<file path="config.mk">
export PLATFORM = sky130hd
export DESIGN_NAME = tts_top
export DESIGN_NICKNAME = d
export VERILOG_FILES = /design/src/design/tts_pkg.sv /design/src/design/tts_top.sv /design/src/design/tts_mem.sv
export SDC_FILE = /design/constraint.sdc
export NUM_CORES = 2
export LEC_CHECK = 0
export ABC_AREA = 1
export BUFFER_PORTS_ARGS = -buffer_cell sky130_fd_sc_hd__clkbuf_2
export CAP_MARGIN = 20
export CORE_ASPECT_RATIO = 0.6
export CORE_MARGIN = 8
export CORE_UTILIZATION = 32
export CTS_BUF_LIST = sky130_fd_sc_hd__clkbuf_4 sky130_fd_sc_hd__clkbuf_8
export DETAILED_ROUTE_END_ITERATION = 7
export HOLD_SLACK_MARGIN = 0.1
export PLACE_DENSITY = 0.57
export RECOVER_POWER = 100
export SKIP_LAST_GASP = 1
export SYNTH_ARGS = -nofsm -noshare
export SYNTH_HDL_FRONTEND = slang
export SYNTH_SLANG_ARGS = --single-unit
</file>
<file path="constraint.sdc">
create_clock -name clk -period 3.7 [get_ports clk]
set_clock_uncertainty 0.1 [all_clocks]
set_input_delay 0.37 -clock clk [delete_from_list [all_inputs] [get_ports clk]]
set_output_delay 0.37 -clock clk [all_outputs]
set_load 0.1 [all_outputs]
</file>
<file path="src/design/tts_pkg.sv">
// Purpose: shared constants and types of the transient trigger sequencer
// Assumes: 40 MHz clock, byte-addressed register port with 32-bit words
// Notes: dwell times are counted in whole milliseconds
package tts_pkg;

  // ---------------------------------------------------------------
  // widths and sizes
  // ---------------------------------------------------------------
  localparam int ADDR_W = 8;
  localparam int DATA_W = 32;
  localparam int LEVEL_W = 16;
  localparam int DWELL_W = 24;
  localparam int PHASE_W = 9;
  localparam int LIST_PTS = 32;
  localparam int IDX_W = 5;
  localparam int CNT_W = 6;
  localparam int REP_W = 16;
  localparam int CTRL_W = 5;
  localparam int CMD_W = 4;

  // ---------------------------------------------------------------
  // register byte offsets
  // ---------------------------------------------------------------
  localparam logic [ADDR_W-1:0] OFS_CTRL = 8'h00;
  localparam logic [ADDR_W-1:0] OFS_CMD = 8'h04;
  localparam logic [ADDR_W-1:0] OFS_PHASE = 8'h08;
  localparam logic [ADDR_W-1:0] OFS_LSIZE = 8'h0C;
  localparam logic [ADDR_W-1:0] OFS_LCOUNT = 8'h10;
  localparam logic [ADDR_W-1:0] OFS_LINDEX = 8'h14;
  localparam logic [ADDR_W-1:0] OFS_LLEVEL = 8'h18;
  localparam logic [ADDR_W-1:0] OFS_LDWELL = 8'h1C;
  localparam logic [ADDR_W-1:0] OFS_STATUS = 8'h20;
  localparam logic [ADDR_W-1:0] OFS_TLEVEL = 8'h24;

  // ---------------------------------------------------------------
  // field positions and reset values
  // ---------------------------------------------------------------
  localparam int LSIZE_DW_LSB = 8;
  localparam int STAT_ERR_BIT = 3;
  localparam int STAT_PT_LSB = 4;
  localparam int STAT_REP_LSB = 16;
  localparam logic [CNT_W-1:0] NPTS_RST = 6'h01;
  localparam logic [REP_W-1:0] NREP_RST = 16'h0001;
  localparam logic [PHASE_W-1:0] ANGLE_RST = 9'h000;
  localparam logic [LEVEL_W-1:0] TLEVEL_RST = 16'h0000;

  // ---------------------------------------------------------------
  // timing
  // ---------------------------------------------------------------
  localparam int CLK_PERIOD_NS = 25;
  localparam int DWELL_UNIT_NS = 1000000;
  localparam int DWELL_UNIT_CYC = (DWELL_UNIT_NS + CLK_PERIOD_NS - 1) / CLK_PERIOD_NS;

  // ---------------------------------------------------------------
  // packed carriers and states
  // ---------------------------------------------------------------
  typedef struct packed {
    logic list_mode;
    logic step_once;
    logic sync_phase;
    logic src_imm;
    logic cont;
  } tts_ctrl_t;

  localparam tts_ctrl_t CTRL_RST = 5'h00;

  typedef struct packed {
    logic dev_reset;
    logic abort;
    logic bus_trig;
    logic init;
  } tts_cmd_t;

  typedef enum logic [2:0] {
    ST_IDLE = 3'b000,
    ST_INITIATED = 3'b001,
    ST_DELAY = 3'b010,
    ST_OUTPUT = 3'b011,
    ST_DWELL = 3'b100
  } tts_state_t;

endpackage : tts_pkg

</file>
<file path="src/design/tts_top.sv">
// Purpose: transient trigger sequencer with list and dwell pacing
// Assumes: commands arrive as pulses written to the command register
// Notes: phase_ref is driven by logic on clk, so it is not synchronised
//
// What this block does
// RULE_01: after reset the sequencer is idle and ignores all triggers there.
// RULE_02: abort or device reset returns the sequencer to idle from any state.
// RULE_03: initiate moves idle to initiated, where a trigger can be accepted.
// RULE_04: one accepted action ends in idle; host re-initiates for each more.
// RULE_05: continuous initiation re-enters initiated after each action by itself.
// RULE_06: bus source takes the bus trigger command as trigger event.
// RULE_07: immediate source makes the trigger always true, giving repeating transients.
// RULE_08: a trigger while initiated moves the sequencer into the delay state.
// RULE_09: phase sync starts the transient only at the programmed phase angle.
// RULE_10: immediate sync passes straight to output without waiting for phase.
// RULE_11: output change loads the triggered level, then returns to idle.
// RULE_12: dwell count must match point count, or a single dwell serves all.
// RULE_13: each applied list point is held for its own dwell time.
// RULE_14: only abort or device reset leaves dwelling early; other inputs wait for dwell end.
// RULE_15: dwell end with the list complete returns to idle.
// RULE_16: dwell end, points left, single step: back to initiated for a trigger.
// RULE_17: dwell end, points left, automatic: apply the next point at once.
// RULE_18: the list store holds up to 32 points, each with its dwell.
// RULE_19: a trigger arriving during a dwell is dropped, not queued.
// RULE_20: the whole list repeats a programmed count, one after reset.
// RULE_21: in delay with phase sync, compare phase each cycle, go on match.
//
// The register addresses and the strobed register port were decided locally.
`timescale 1ns/1ps
`default_nettype none
module tts_top
  import tts_pkg::*;
#(
  parameter int unsigned TICK_CYC = DWELL_UNIT_CYC
) (
  input wire logic clk,
  input wire logic srst,
  input wire logic ce,
  input wire logic [ADDR_W-1:0] addr,
  input wire logic [DATA_W-1:0] wdata,
  input wire logic wr,
  input wire logic rd,
  output logic [DATA_W-1:0] rdata,
  input wire logic [PHASE_W-1:0] phase_ref,
  output logic [LEVEL_W-1:0] out_level,
  output logic out_strobe,
  output logic [2:0] seq_state
);

  localparam int TICK_W = $clog2(TICK_CYC + 1);
  localparam logic [TICK_W-1:0] TICK_LAST = TICK_W'(TICK_CYC - 1);

  // ---------------------------------------------------------------
  // register decode
  // ---------------------------------------------------------------
  function automatic logic hit(input logic [ADDR_W-1:0] a, input logic [ADDR_W-1:0] o);
    return a == o;
  endfunction : hit

  tts_ctrl_t ctrl_q, next_ctrl;
  tts_cmd_t cmd;
  logic [PHASE_W-1:0] angle_q, next_angle;
  logic [CNT_W-1:0] npts_q, next_npts;
  logic [CNT_W-1:0] ndw_q, next_ndw;
  logic [REP_W-1:0] nrep_q, next_nrep;
  logic [IDX_W-1:0] widx_q, next_widx;
  logic [LEVEL_W-1:0] tlevel_q, next_tlevel;
  logic [DATA_W-1:0] next_rdata;

  // sequencer state
  tts_state_t state_q, next_state;
  logic [IDX_W-1:0] point_q, next_point;
  logic [REP_W-1:0] rep_q, next_rep;
  logic [DWELL_W-1:0] dwell_left_q, next_dwell_left;
  logic [TICK_W-1:0] tick_q, next_tick;
  logic fetch_q, next_fetch;
  logic err_q, next_err;
  logic [LEVEL_W-1:0] next_out_level;
  logic next_out_strobe;

  // list store read side
  logic [LEVEL_W-1:0] lvl_rd;
  logic [DWELL_W-1:0] dw_rd;
  logic [IDX_W-1:0] dw_raddr;

  // helper terms
  logic abort_any;
  logic go;
  logic list_ok;
  logic trig_ok;
  logic phase_hit;
  logic dwell_end;
  logic last_pt;
  logic list_done;
  logic [REP_W-1:0] nrep_eff;

  // commands are one-cycle pulses decoded from the command write
  always_comb begin
    cmd = tts_cmd_t'(CMD_W'(0));
    if (wr && hit(addr, OFS_CMD)) begin
      cmd = tts_cmd_t'(wdata[CMD_W-1:0]);
    end
  end

  // ---------------------------------------------------------------
  // list store, one level and one dwell per point
  // ---------------------------------------------------------------
  // a single dwell entry serves every point, so read entry zero then
  assign dw_raddr = (ndw_q == CNT_W'(1)) ? IDX_W'(0) : point_q; // RULE_12

  tts_mem #(.W(LEVEL_W), .DEPTH(LIST_PTS), .AW(IDX_W)) u_level_mem ( // RULE_18
    .clk(clk),
    .srst(srst),
    .ce(ce),
    .wr_en(wr && hit(addr, OFS_LLEVEL)),
    .wr_addr(widx_q),
    .wr_data(wdata[LEVEL_W-1:0]),
    .rd_addr(point_q),
    .rd_data(lvl_rd)
  );

  tts_mem #(.W(DWELL_W), .DEPTH(LIST_PTS), .AW(IDX_W)) u_dwell_mem ( // RULE_18
    .clk(clk),
    .srst(srst),
    .ce(ce),
    .wr_en(wr && hit(addr, OFS_LDWELL)),
    .wr_addr(widx_q),
    .wr_data(wdata[DWELL_W-1:0]),
    .rd_addr(dw_raddr),
    .rd_data(dw_rd)
  );

  // ---------------------------------------------------------------
  // configuration registers and read-back
  // ---------------------------------------------------------------
  // device reset restores the control, phase angle and list count defaults as well
  always_comb begin
    next_ctrl = ctrl_q;
    next_angle = angle_q;
    next_npts = npts_q;
    next_ndw = ndw_q;
    next_nrep = nrep_q;
    next_widx = widx_q;
    next_tlevel = tlevel_q;
    if (cmd.dev_reset) begin
      next_ctrl = CTRL_RST; // RULE_10
      next_angle = ANGLE_RST;
      next_nrep = NREP_RST; // RULE_20
    end else if (wr) begin
      if (hit(addr, OFS_CTRL)) next_ctrl = tts_ctrl_t'(wdata[CTRL_W-1:0]);
      if (hit(addr, OFS_PHASE)) next_angle = wdata[PHASE_W-1:0];
      if (hit(addr, OFS_LSIZE)) begin
        next_npts = wdata[CNT_W-1:0];
        next_ndw = wdata[LSIZE_DW_LSB +: CNT_W];
      end
      if (hit(addr, OFS_LCOUNT)) next_nrep = wdata[REP_W-1:0];
      if (hit(addr, OFS_LINDEX)) next_widx = wdata[IDX_W-1:0];
      if (hit(addr, OFS_TLEVEL)) next_tlevel = wdata[LEVEL_W-1:0];
    end
  end

  // unmapped and write-only addresses read as zero
  always_comb begin
    next_rdata = '0;
    if (rd) begin
      unique case (addr)
        OFS_CTRL: next_rdata = DATA_W'(ctrl_q);
        OFS_PHASE: next_rdata = DATA_W'(angle_q);
        OFS_LSIZE: next_rdata = DATA_W'({ndw_q, 2'b00, npts_q});
        OFS_LCOUNT: next_rdata = DATA_W'(nrep_q);
        OFS_LINDEX: next_rdata = DATA_W'(widx_q);
        OFS_TLEVEL: next_rdata = DATA_W'(tlevel_q);
        OFS_STATUS: begin
          next_rdata[2:0] = state_q;
          next_rdata[STAT_ERR_BIT] = err_q;
          next_rdata[STAT_PT_LSB +: IDX_W] = point_q;
          next_rdata[STAT_REP_LSB +: REP_W] = rep_q;
        end
        default: next_rdata = '0;
      endcase
    end
  end

  always_ff @(posedge clk) begin
    if (srst) begin
      ctrl_q <= CTRL_RST;
      angle_q <= ANGLE_RST;
      npts_q <= NPTS_RST;
      ndw_q <= NPTS_RST;
      nrep_q <= NREP_RST;
      widx_q <= '0;
      tlevel_q <= TLEVEL_RST;
      rdata <= '0;
    end else if (ce) begin
      ctrl_q <= next_ctrl;
      angle_q <= next_angle;
      npts_q <= next_npts;
      ndw_q <= next_ndw;
      nrep_q <= next_nrep;
      widx_q <= next_widx;
      tlevel_q <= next_tlevel;
      rdata <= next_rdata;
    end
  end

  // ---------------------------------------------------------------
  // sequencer
  // ---------------------------------------------------------------
  assign abort_any = cmd.abort | cmd.dev_reset; // RULE_02
  assign go = cmd.init | ctrl_q.cont; // RULE_03 RULE_05
  // a bad list size is refused at initiate rather than mid-run
  assign list_ok = !ctrl_q.list_mode || ((npts_q != '0) && (npts_q <= CNT_W'(LIST_PTS)) &&
                   ((ndw_q == CNT_W'(1)) || (ndw_q == npts_q))); // RULE_12
  assign trig_ok = ctrl_q.src_imm | cmd.bus_trig; // RULE_06 RULE_07
  assign phase_hit = phase_ref == angle_q; // RULE_21
  assign dwell_end = dwell_left_q == '0;
  assign last_pt = {1'b0, point_q} == (npts_q - CNT_W'(1));
  // a count of zero would never finish, so it is run once
  assign nrep_eff = (nrep_q == '0) ? REP_W'(1) : nrep_q;
  assign list_done = last_pt && ((rep_q + REP_W'(1)) >= nrep_eff); // RULE_20

  always_comb begin
    next_state = state_q;
    next_point = point_q;
    next_rep = rep_q;
    next_dwell_left = dwell_left_q;
    next_tick = tick_q;
    next_fetch = fetch_q;
    next_err = err_q;
    next_out_level = out_level;
    next_out_strobe = 1'b0;
    unique case (state_q)
      ST_IDLE: begin
        // triggers are not looked at here
        if (go) begin // RULE_01
          if (list_ok) begin
            next_state = ST_INITIATED; // RULE_03
            next_point = '0;
            next_rep = '0;
            next_err = 1'b0;
          end else begin
            next_err = 1'b1; // RULE_12
          end
        end
      end
      ST_INITIATED: begin
        if (trig_ok) next_state = ST_DELAY; // RULE_08
      end
      ST_DELAY: begin
        if (!ctrl_q.sync_phase || phase_hit) begin // RULE_09 RULE_10 RULE_21
          next_state = ST_OUTPUT;
          next_fetch = 1'b1;
        end
      end
      ST_OUTPUT: begin
        // first cycle lets the list store present the current point
        if (fetch_q) begin
          next_fetch = 1'b0;
        end else begin
          next_out_strobe = 1'b1;
          if (ctrl_q.list_mode) begin
            next_out_level = lvl_rd; // RULE_13
            next_dwell_left = dw_rd;
            next_tick = '0;
            next_state = ST_DWELL;
          end else begin
            next_out_level = tlevel_q; // RULE_11
            next_state = ctrl_q.cont ? ST_INITIATED : ST_IDLE; // RULE_04 RULE_05
          end
        end
      end
      ST_DWELL: begin
        // triggers and commands other than abort and device reset have no effect until the dwell runs out
        if (!dwell_end) begin // RULE_14 RULE_19
          if (tick_q == TICK_LAST) begin
            next_tick = '0;
            next_dwell_left = dwell_left_q - DWELL_W'(1); // RULE_13
          end else begin
            next_tick = tick_q + TICK_W'(1);
          end
        end else if (list_done) begin
          next_point = '0;
          next_rep = '0;
          next_state = ctrl_q.cont ? ST_INITIATED : ST_IDLE; // RULE_15 RULE_05
        end else begin
          if (last_pt) begin
            next_point = '0;
            next_rep = rep_q + REP_W'(1); // RULE_20
          end else begin
            next_point = point_q + IDX_W'(1);
          end
          if (ctrl_q.step_once) begin
            next_state = ST_INITIATED; // RULE_16
          end else begin
            next_state = ST_OUTPUT; // RULE_17
            next_fetch = 1'b1;
          end
        end
      end
      default: begin
        next_state = ST_IDLE;
      end
    endcase
    // abort wins over every transition above
    if (abort_any) begin
      next_state = ST_IDLE; // RULE_02
      next_fetch = 1'b0;
      next_out_strobe = 1'b0;
    end
  end

  always_ff @(posedge clk) begin
    if (srst) begin
      state_q <= ST_IDLE; // RULE_01
      point_q <= '0;
      rep_q <= '0;
      dwell_left_q <= '0;
      tick_q <= '0;
      fetch_q <= 1'b0;
      err_q <= 1'b0;
      out_level <= TLEVEL_RST;
      out_strobe <= 1'b0;
    end else if (ce) begin
      state_q <= next_state;
      point_q <= next_point;
      rep_q <= next_rep;
      dwell_left_q <= next_dwell_left;
      tick_q <= next_tick;
      fetch_q <= next_fetch;
      err_q <= next_err;
      out_level <= next_out_level;
      out_strobe <= next_out_strobe;
    end
  end

  assign seq_state = state_q;
endmodule : tts_top
`default_nettype wire

</file>
<file path="src/design/tts_mem.sv">
// Purpose: small list store, one write port and one registered read port
// Assumes: read address is stable one cycle ahead of use
// Notes: array content has no reset, only the read register does
`timescale 1ns/1ps
`default_nettype none
module tts_mem #(
  parameter int W = 16,
  parameter int DEPTH = 32,
  parameter int AW = 5
) (
  input wire logic clk,
  input wire logic srst,
  input wire logic ce,
  input wire logic wr_en,
  input wire logic [AW-1:0] wr_addr,
  input wire logic [W-1:0] wr_data,
  input wire logic [AW-1:0] rd_addr,
  output logic [W-1:0] rd_data
);

  // ---------------------------------------------------------------
  // storage
  // ---------------------------------------------------------------
  logic [W-1:0] mem [DEPTH];
  logic [W-1:0] next_rd_data;

  // read data come from a register, one cycle after the address
  always_comb begin
    next_rd_data = mem[rd_addr];
  end

  always_ff @(posedge clk) begin
    if (ce && wr_en) begin
      mem[wr_addr] <= wr_data;
    end
  end

  always_ff @(posedge clk) begin
    if (srst) begin
      rd_data <= '0;
    end else if (ce) begin
      rd_data <= next_rd_data;
    end
  end

endmodule : tts_mem
`default_nettype wire

</file>
# Yosys cells after proc, flatten, opt, wreduce, memory -nomap -nowiden
# Memories as Yosys holds them, arrays and structs flattened. A register that Yosys moved wholly into a read port is not among the register bits.
# Cells that the tools add are included.
totals:
  regBits: 178
  latch_bits: 0
  ram_bits: 1280
  romBits: 0
  in_bits: 54
  elab_cells: 173
  memories: 2
classes:
  add_sub_neg: 5
  mul: 0
  div: 0
  n_lt_le_gt_ge: 2
  eq_ne: 34
  shift: 0
  n_mux: 65
  bitwise: 5
  reduce_logical: 39
mem_list:
  columns: ["memory", "depth", "width", "read_ports", "rd_ports_with_merged_regs", "wr", "line", "source"]
  rows:
  - ["u_dwell_mem.mem", 32, 24, 1, 1, 1, "tts_mem.sv:24", "logic [W-1:0] mem [DEPTH];"]
  - ["u_level_mem.mem", 32, 16, 1, 1, 1, "tts_mem.sv:24", null]
op_table:
  columns: ["cell", "n"]
  rows:
  - ["2-to-1 mux 16 bit", 15]
  - ["2-to-1 mux 24 bit", 4]
  - ["case mux 16 bit (2 select lines)", 2]
  - ["case mux 9 bit (7 select lines)", 1]
  - ["case mux 24 bit (2 select lines)", 1]
  - ["2-to-1 mux 5 bit", 9]
  - ["adder 16 x 1 -> 16 bit, second input constant", 2]
  - ["== test 8 x 5 -> 1 bit, second input constant", 4]
  - ["2-to-1 mux 32 bit", 1]
  - ["2-to-1 mux 9 bit", 3]
  - ["inequality test 3 bit, second input constant", 9]
  - ["zero test 24 bit", 1]
  - ["2-to-1 mux 3 bit", 8]
  - ["subtractor 24 x 1 -> 24 bit, second input constant", 1]
  - ["case mux 7 bit (3 select lines)", 1]
  - ["AND reduction 6 bit", 3]
  - ["== test 16 bit, second input constant", 1]
  - ["== test 8 x 4 -> 1 bit, second input constant", 2]
  - ["== test 8 x 6 -> 1 bit, second input constant", 2]
  - [">= comparator 16 bit", 1]
  - ["zero test 16 bit", 1]
  - ["case mux 3 bit (5 select lines)", 1]
  - ["AND reduction 3 bit", 5]
  - ["2-to-1 mux 1 bit", 14]
  - ["29 further kinds", 58]

# Logic depth before layout (Yosys ltp)
depth:
  ltp_word: 8
  depth_mapped: 22

# By module
# A second synthesis with hierarchy kept.
unflattened:
  cells_unflattened: 5925
  area_unflattened_um2: 63136.8
by_module_without_submodules:
  columns: ["mod", "instances", "cells_each", "area_per_inst_um2", "seq_area_each_um2"]
  rows:
  - ["tts_mem (u_dwell_mem)", 1, 2675, 31921.9, 23542.6]
  - ["tts_mem (u_level_mem)", 1, 1802, 21416.8, 15695.1]
  - ["tts_top", 1, 1448, 9798.1, 3563.4]

# Worst setup path before layout
# OpenSTA, ideal clock, no wires.
synth_timing:
  path_kind: "register to register"
  from: "register rep_q[0]"
  to: "register rep_q[10]"
  t_arrival_ns: 2.694
  required_time_ns: 3.531
  setup_slack_ns: 0.836
  path_stages_with_launch: 21
  n_path_buf: 1
  cell_sequence: "dfxtp_1 ha_1 nand2_1 nor2_1 nand3_1 nand3b_4 nor2_4 nand2_1 or2_2 nand2_2 ha_1 nand2_1 inv_1 o21ai_0 nand3_1 a21oi_1 nand2_1 nand2_2 buf_4 nand3_2 a21oi_2"
synth_between:
  elab_chain_cells: 6
  elab_cells_between_ends: 9
  classes_between: "add/sub (1); order compare (1); eq/ne (1); mux (4); reduce/logical (2)"
synth_rtl:
  columns: ["element", "line", "source"]
  rows:
  - ["start, declared", "tts_top.sv:73", "logic [REP_W-1:0] rep_q, next_rep;"]
  - ["start signal, assigned", "tts_top.sv:326", "rep_q <= next_rep;"]
  - ["adder 16 x 1 -> 16 bit (*)", "tts_top.sv:220, tts_top.sv:288", null]
  - [">= comparator 16 bit", "tts_top.sv:220", "assign list_done = last_pt && ((rep_q + REP_W'(1)) >= nrep_eff);"]
  - ["logical AND 1 bit", "tts_top.sv:220", null]
  - ["2-to-1 mux 16 bit", "tts_top.sv:281", "end else if (list_done) begin"]
  - ["2-to-1 mux 16 bit", "tts_top.sv:274", "if (!dwell_end) begin"]
  - ["case mux 16 bit (2 select lines)", "tts_top.sv:232", "unique case (state_q)"]
# Every way passes the cells marked *; elsewhere a longest branch is shown, timed or not. The select of a mux whose other input is x is not followed.
# A chain may end at the register's enable or synchronous reset.

# Worst setup path in the final report
layout_timing:
  from: "input port addr[0]"
  to: "register rep_q[4]"
layout_between:
  elab_chain_cells: 6
layout_rtl:
  columns: ["element", "line", "source"]
  rows:
  - ["start, declared", "tts_top.sv:39", "input wire logic [ADDR_W-1:0] addr,"]
  - ["== test 8 x 3 -> 1 bit", "tts_top.sv:57", "return a == o;"]
  - ["logical AND 1 bit", "tts_top.sv:100", "if (wr && hit(addr, OFS_CMD)) begin"]
  - ["2-to-1 mux 4 bit", "tts_top.sv:100", null]
  - ["OR 1 bit", "tts_top.sv:210", "assign go = cmd.init | ctrl_q.cont;"]
  - ["inequality test 2 bit (no line)", null, null]
  - ["AND reduction 6 bit (no line)", null, null]
# No other way between the ends.

==> impl_metrics.py <==
metrics = {
    "status": {
        "outcome": "complete, but fails checks",
        "failed_checks": "capacitance limit, slew limit",
    },
    "global_route": {
        "grt_pass1_wl_mm": 292.8,
        "initial_antenna_violation_count": 15,
        "globalRoute.totalOverflow": 0,
        "gr-usage-all-layers": 0.1796,
        "grt_pass1_vias": 43560,
        "pin_count_of_the_biggest_net_entering_global_routing": 142,
    },
    "floorplan": {
        "floorplan.die.height_um": 362.2,
        "floorplan.initialDensity": 0.3211,
        "pin_count": 106,
        "floorplan.rows": 127,
        "die_area_um2": 214800,
        "die_width_um": 593.0,
        "design.core.area_um2": 199100,
    },
    "sta": {
        "total_negative_setup_slack_ns": 0,
        "finalCriticalPeriod_ns": 3.598,
        "grt_setup_unrepaired": "false",
        "timing_max_transition_violations_final": 827,
        "timing.slew.headroom": -0.7100,
        "timing.final.setup_violations": 0,
        "fin_crit_sh": 0.9724,
        "worstMarginPinSlew_ns": 2.565,
        "clock.fmax_ghz": 0.2779,
        "final_hold_violations": 0,
    },
    "clocking": {
        "cts-htree-levels": 4,
        "clk-insertion-delay-late_ns": 0.94,
        "post-cts-setup-buffers": 0,
        "cts_buffer_depth": 4,
        "worst_setup_hold_path_clk_slew_ns": 0.06,
        "clock_tree.root_cell": "sky130_fd_sc_hd__clkbuf_8",
        "cts_made_buffers": 218,
        "clock-sinks": 1498,
        "cts_tree": "yes",
    },
    "hold_path": {
        "min-delay-path-class": "in -> reg",
        "hold_path.startpoint": "addr[6]",
        "hold-path-endpoint": "nrep_q[13]",
        "worstHoldPathCells": 7,
    },
    "route": {
        "top_signal_layer_used": "met5",
        "routedLengthMet1_mm": 95.01,
        "router_iterations_before_antenna_repair": 6,
        "drt_first_iter_violations": 5893,
        "met3_wirelength_mm": 25.38,
        "via_count": 46830,
        "drt-total-wl_mm": 201.0,
        "post-route-drc-count": 0,
        "routed-wl-met2_mm": 77.42,
        "wl_per_cell_um": 22.21,
        "ant_nets": 0,
        "routed_via_density": 5.175,
    },
    "worst_setup_path": {
        "crit_path_cell_trace": "dlygate4sd3_1 > clkbuf_2 > nor2_1 > dlygate4sd3_1 > nand3_4 > dlygate4sd3_1 > nor3_4 > dlygate4sd3_1 > a21oi_2 > nand2_1 > nand2_2 > nor2_8 > nand3_1 > a21oi_1",
        "end_kind": "flip-flop",
        "crit_path_max_fanout": 17,
        "r2r-end": "u_dwell_mem.rd_data[10]",
        "regToRegStartpoint": "ndw_q[2]",
        "cp.buffers_inverters": 5,
        "worst_setup_path_start_kind": "input port",
        "critPathKind": "in -> reg",
        "critical_path.top_delay_family": "buffers and inverters",
        "cp_common_cell": "sky130_fd_sc_hd__dlygate4sd3_1",
        "r2r_slack_ns": 0.23,
        "crit_path_arrival_time_ns": 4.31,
        "timing.reg2reg.worst_path_depth": 11,
        "cp_num_cells": 14,
        "critical_path.max_stage_delay_ns": 0.70,
        "crit_path_top_delay_cell": "sky130_fd_sc_hd__dlygate4sd3_1",
        "worst_ep_required_time_ns": 4.42,
    },
    "cells_and_area": {
        "final_util": 0.3607,
        "drive_gt1_frac": 0.09831,
        "final_net_count": 6307,
        "stdcell_count": 9048,
        "fill_count": 19730,
        "seqCellArea_um2": 42810,
        "syn2layout_area_growth_pct": 12.33,
        "multi_input_comb_area_um2": 18470,
    },
    "synthesis": {
        "yosysTopAreaCellShare": 0.6012,
        "synth.yosys.warnings": 0,
        "synth_async_sr_flop_share": 0,
        "ys_dominant_reg_cell": "sky130_fd_sc_hd__edfxtp_1",
        "postSynthAreaPerCell_um2": 10.51,
        "synth_enable_flop_cells": 1280,
        "synth.ff_latch_count": 1498,
        "post_synthesis_instance_total": 6084,
        "ys_types": 58,
        "synth_fp_nets": 6159,
        "synth-seq-area-share": 0.6695,
        "syn_area_um2": 63930,
        "post-synth-top-area-cell": "sky130_fd_sc_hd__edfxtp_1",
        "synth_top_cells_by_area": "sky130_fd_sc_hd__edfxtp_1, sky130_fd_sc_hd__nand2_1, sky130_fd_sc_hd__dfxtp_1",
    },
    "placement": {
        "gp_routability_congestion": 0.8888,
        "detailed_place_hpwl_mm": 115.8,
        "numPlacedInstances": 8622,
        "io_buffer_count": 97,
    },
    "power": {
        "power.density_cell_area_nw_per_um2": 544.8,
        "vdd_drop_max_mv": 0.4633,
        "power.leakage_nw": 25.76,
    },
    "flow_run": {
        "timing.max_cap.violations": 24,
    },
}
==> worst register-to-register path: stages, from the launching register on <==
cell and delay, ns:
sky130_fd_sc_hd__dfxtp_1 0.40, sky130_fd_sc_hd__nor2_1 0.10, sky130_fd_sc_hd__nand3_4 0.30, sky130_fd_sc_hd__nand2_8 0.14, sky130_fd_sc_hd__inv_6 0.40, sky130_fd_sc_hd__buf_6 0.94
sky130_fd_sc_hd__nand2_1 0.31, sky130_fd_sc_hd__nand3_1 0.12, sky130_fd_sc_hd__nand3_1 0.27, sky130_fd_sc_hd__nand3_1 0.16, sky130_fd_sc_hd__nand2_1 0.06, sky130_fd_sc_hd__a21oi_1 0.12
==> registers in the layout, summed over array words and instances, names as in the netlist, 24 cells and up <==
register / count
rdata: 32
dwell_left_q: 24
u_level_mem.mem: 512
u_dwell_mem.rd_data: 24
u_dwell_mem.mem: 768
==> Yosys cell counts (all sizes together) (43+ instances only) <==
master / n
dfxtp: 218
nand3: 813
o21ai: 482
o22ai: 138
clkbuf: 154
edfxtp: 1280
inv: 243
buf: 236
nand3b: 43
nor2: 521
a21oi: 217
nand2: 1542
==> placed cells by master, fill, tap and decap left out, types with 12 or more instances in the layout <==
| master | synthesis | layout |
|---|---|---|
| sky130_fd_sc_hd__o21ai_1 | 36 | 32 |
| sky130_fd_sc_hd__xor2_1 | 24 | 24 |
| sky130_fd_sc_hd__nor2_2 | 9 | 20 |
| sky130_fd_sc_hd__inv_1 | 226 | 223 |
| sky130_fd_sc_hd__nand2_1 | 1528 | 1527 |
| sky130_fd_sc_hd__o21ai_0 | 443 | 448 |
| sky130_fd_sc_hd__ha_1 | 21 | 21 |
| sky130_fd_sc_hd__inv_2 | 16 | 14 |
| sky130_fd_sc_hd__o22ai_1 | 138 | 138 |
| sky130_fd_sc_hd__nand4_1 | 13 | 13 |
| sky130_fd_sc_hd__clkinv_1 | 3 | 47 |
| sky130_fd_sc_hd__nor3_1 | 31 | 31 |
| sky130_fd_sc_hd__clkbuf_1 | 153 | 124 |
| sky130_fd_sc_hd__buf_4 | 23 | 64 |
| sky130_fd_sc_hd__nor2_4 | 4 | 20 |
| sky130_fd_sc_hd__buf_12 | 1 | 21 |
| sky130_fd_sc_hd__dfxtp_1 | 218 | 215 |
| sky130_fd_sc_hd__nand3_1 | 798 | 799 |
| sky130_fd_sc_hd__clkbuf_2 | 1 | 71 |
| sky130_fd_sc_hd__a21oi_1 | 206 | 208 |
| sky130_fd_sc_hd__clkinv_2 | 0 | 20 |
| sky130_fd_sc_hd__nor2_1 | 507 | 480 |
| sky130_fd_sc_hd__nand3b_1 | 42 | 42 |
| sky130_fd_sc_hd__xnor2_1 | 12 | 12 |
| sky130_fd_sc_hd__clkbuf_4 | 0 | 84 |
| sky130_fd_sc_hd__dlygate4sd3_1 | 0 | 33 |
| sky130_fd_sc_hd__or2_2 | 12 | 12 |
| sky130_fd_sc_hd__a31oi_1 | 26 | 26 |
| sky130_fd_sc_hd__clkbuf_8 | 0 | 231 |
| sky130_fd_sc_hd__edfxtp_1 | 1280 | 1280 |
==> power breakdown <==
part | switching (mW) | leakage [nW] | total, mW | internal, mW
clock | 6.48 | 2.23 | 13.2 | 6.71
sequential | 0.222 | 13.3 | 18.7 | 18.4
combinational | 5.46 | 10.3 | 7.27 | 1.80
total | 12.2 | 25.8 | 39.1 | 27.0
==> final cells by class <==
type,instances,share of cell area
Clock inverter,73,0.005436
Tap cell,2644,0.04607
Inverter,246,0.01310
Sequential cell,1498,0.5961
Multi-Input combinational cell,3950,0.2572
Clock buffer,313,0.05284
Antenna cell,6,0.0002091
Timing Repair Buffer,318,0.02908
==> kinds of logic (layout without fill, tap and decap cells) <==
family	Yosys count	after routing	share of synthesized area
buffers and inverters	636	950	0.04435
other	0	6	0
AO/OA/AOI/OAI	902	902	0.07683
flip-flops	1498	1498	0.6695
XOR/XNOR	36	36	0.004932
AND/OR/NAND/NOR	2991	2991	0.2003
adder cells (fa/ha/maj)	21	21	0.004110
==> worst max path at each step <==
stage	start	to	slack (ns)
after floorplan	rep_q[0]	rep_q[10]	0.84
after global placement	rep_q[4]	rep_q[0]	0.16
after detailed placement	rep_q[0]	rep_q[0]	0.28
after CTS	addr[0]	rep_q[0]	0.03
after global routing	dwell_left_q[0]	tick_q[10]	0.01
final	addr[0]	rep_q[4]	0.10
==> through the flow <==
step	hold slack [ns]	power, mW	setup slack [ns]	instance area (µm²)
global route	0.1704	40.68	0.01345	71810
detailed placement	0.3562	26.12	0.2787	67780
global placement	0.3540	26.07	0.1638	67780
finish	0.1942	39.13	0.1021	71820
floorplan	0.3369	23.38	0.8363	63930
CTS	0.1164	39.23	0.02969	72280
==> per-layer routing <==
metal  vias to the layer above  track usage
li1                      21530            -
met1                     22850       0.2778
met2                      2177       0.2358
met3                       265      0.06681
met4                         6      0.03384
met5                         -            0
==> timing repair <==
item,in CTS,in global routing
hold endpoints to repair,469,45
hold buffers,32,1
endpoints found under the setup margin,0,19
gates resized for setup,0,6
Note: power is estimated with default switching activity, not from simulation.
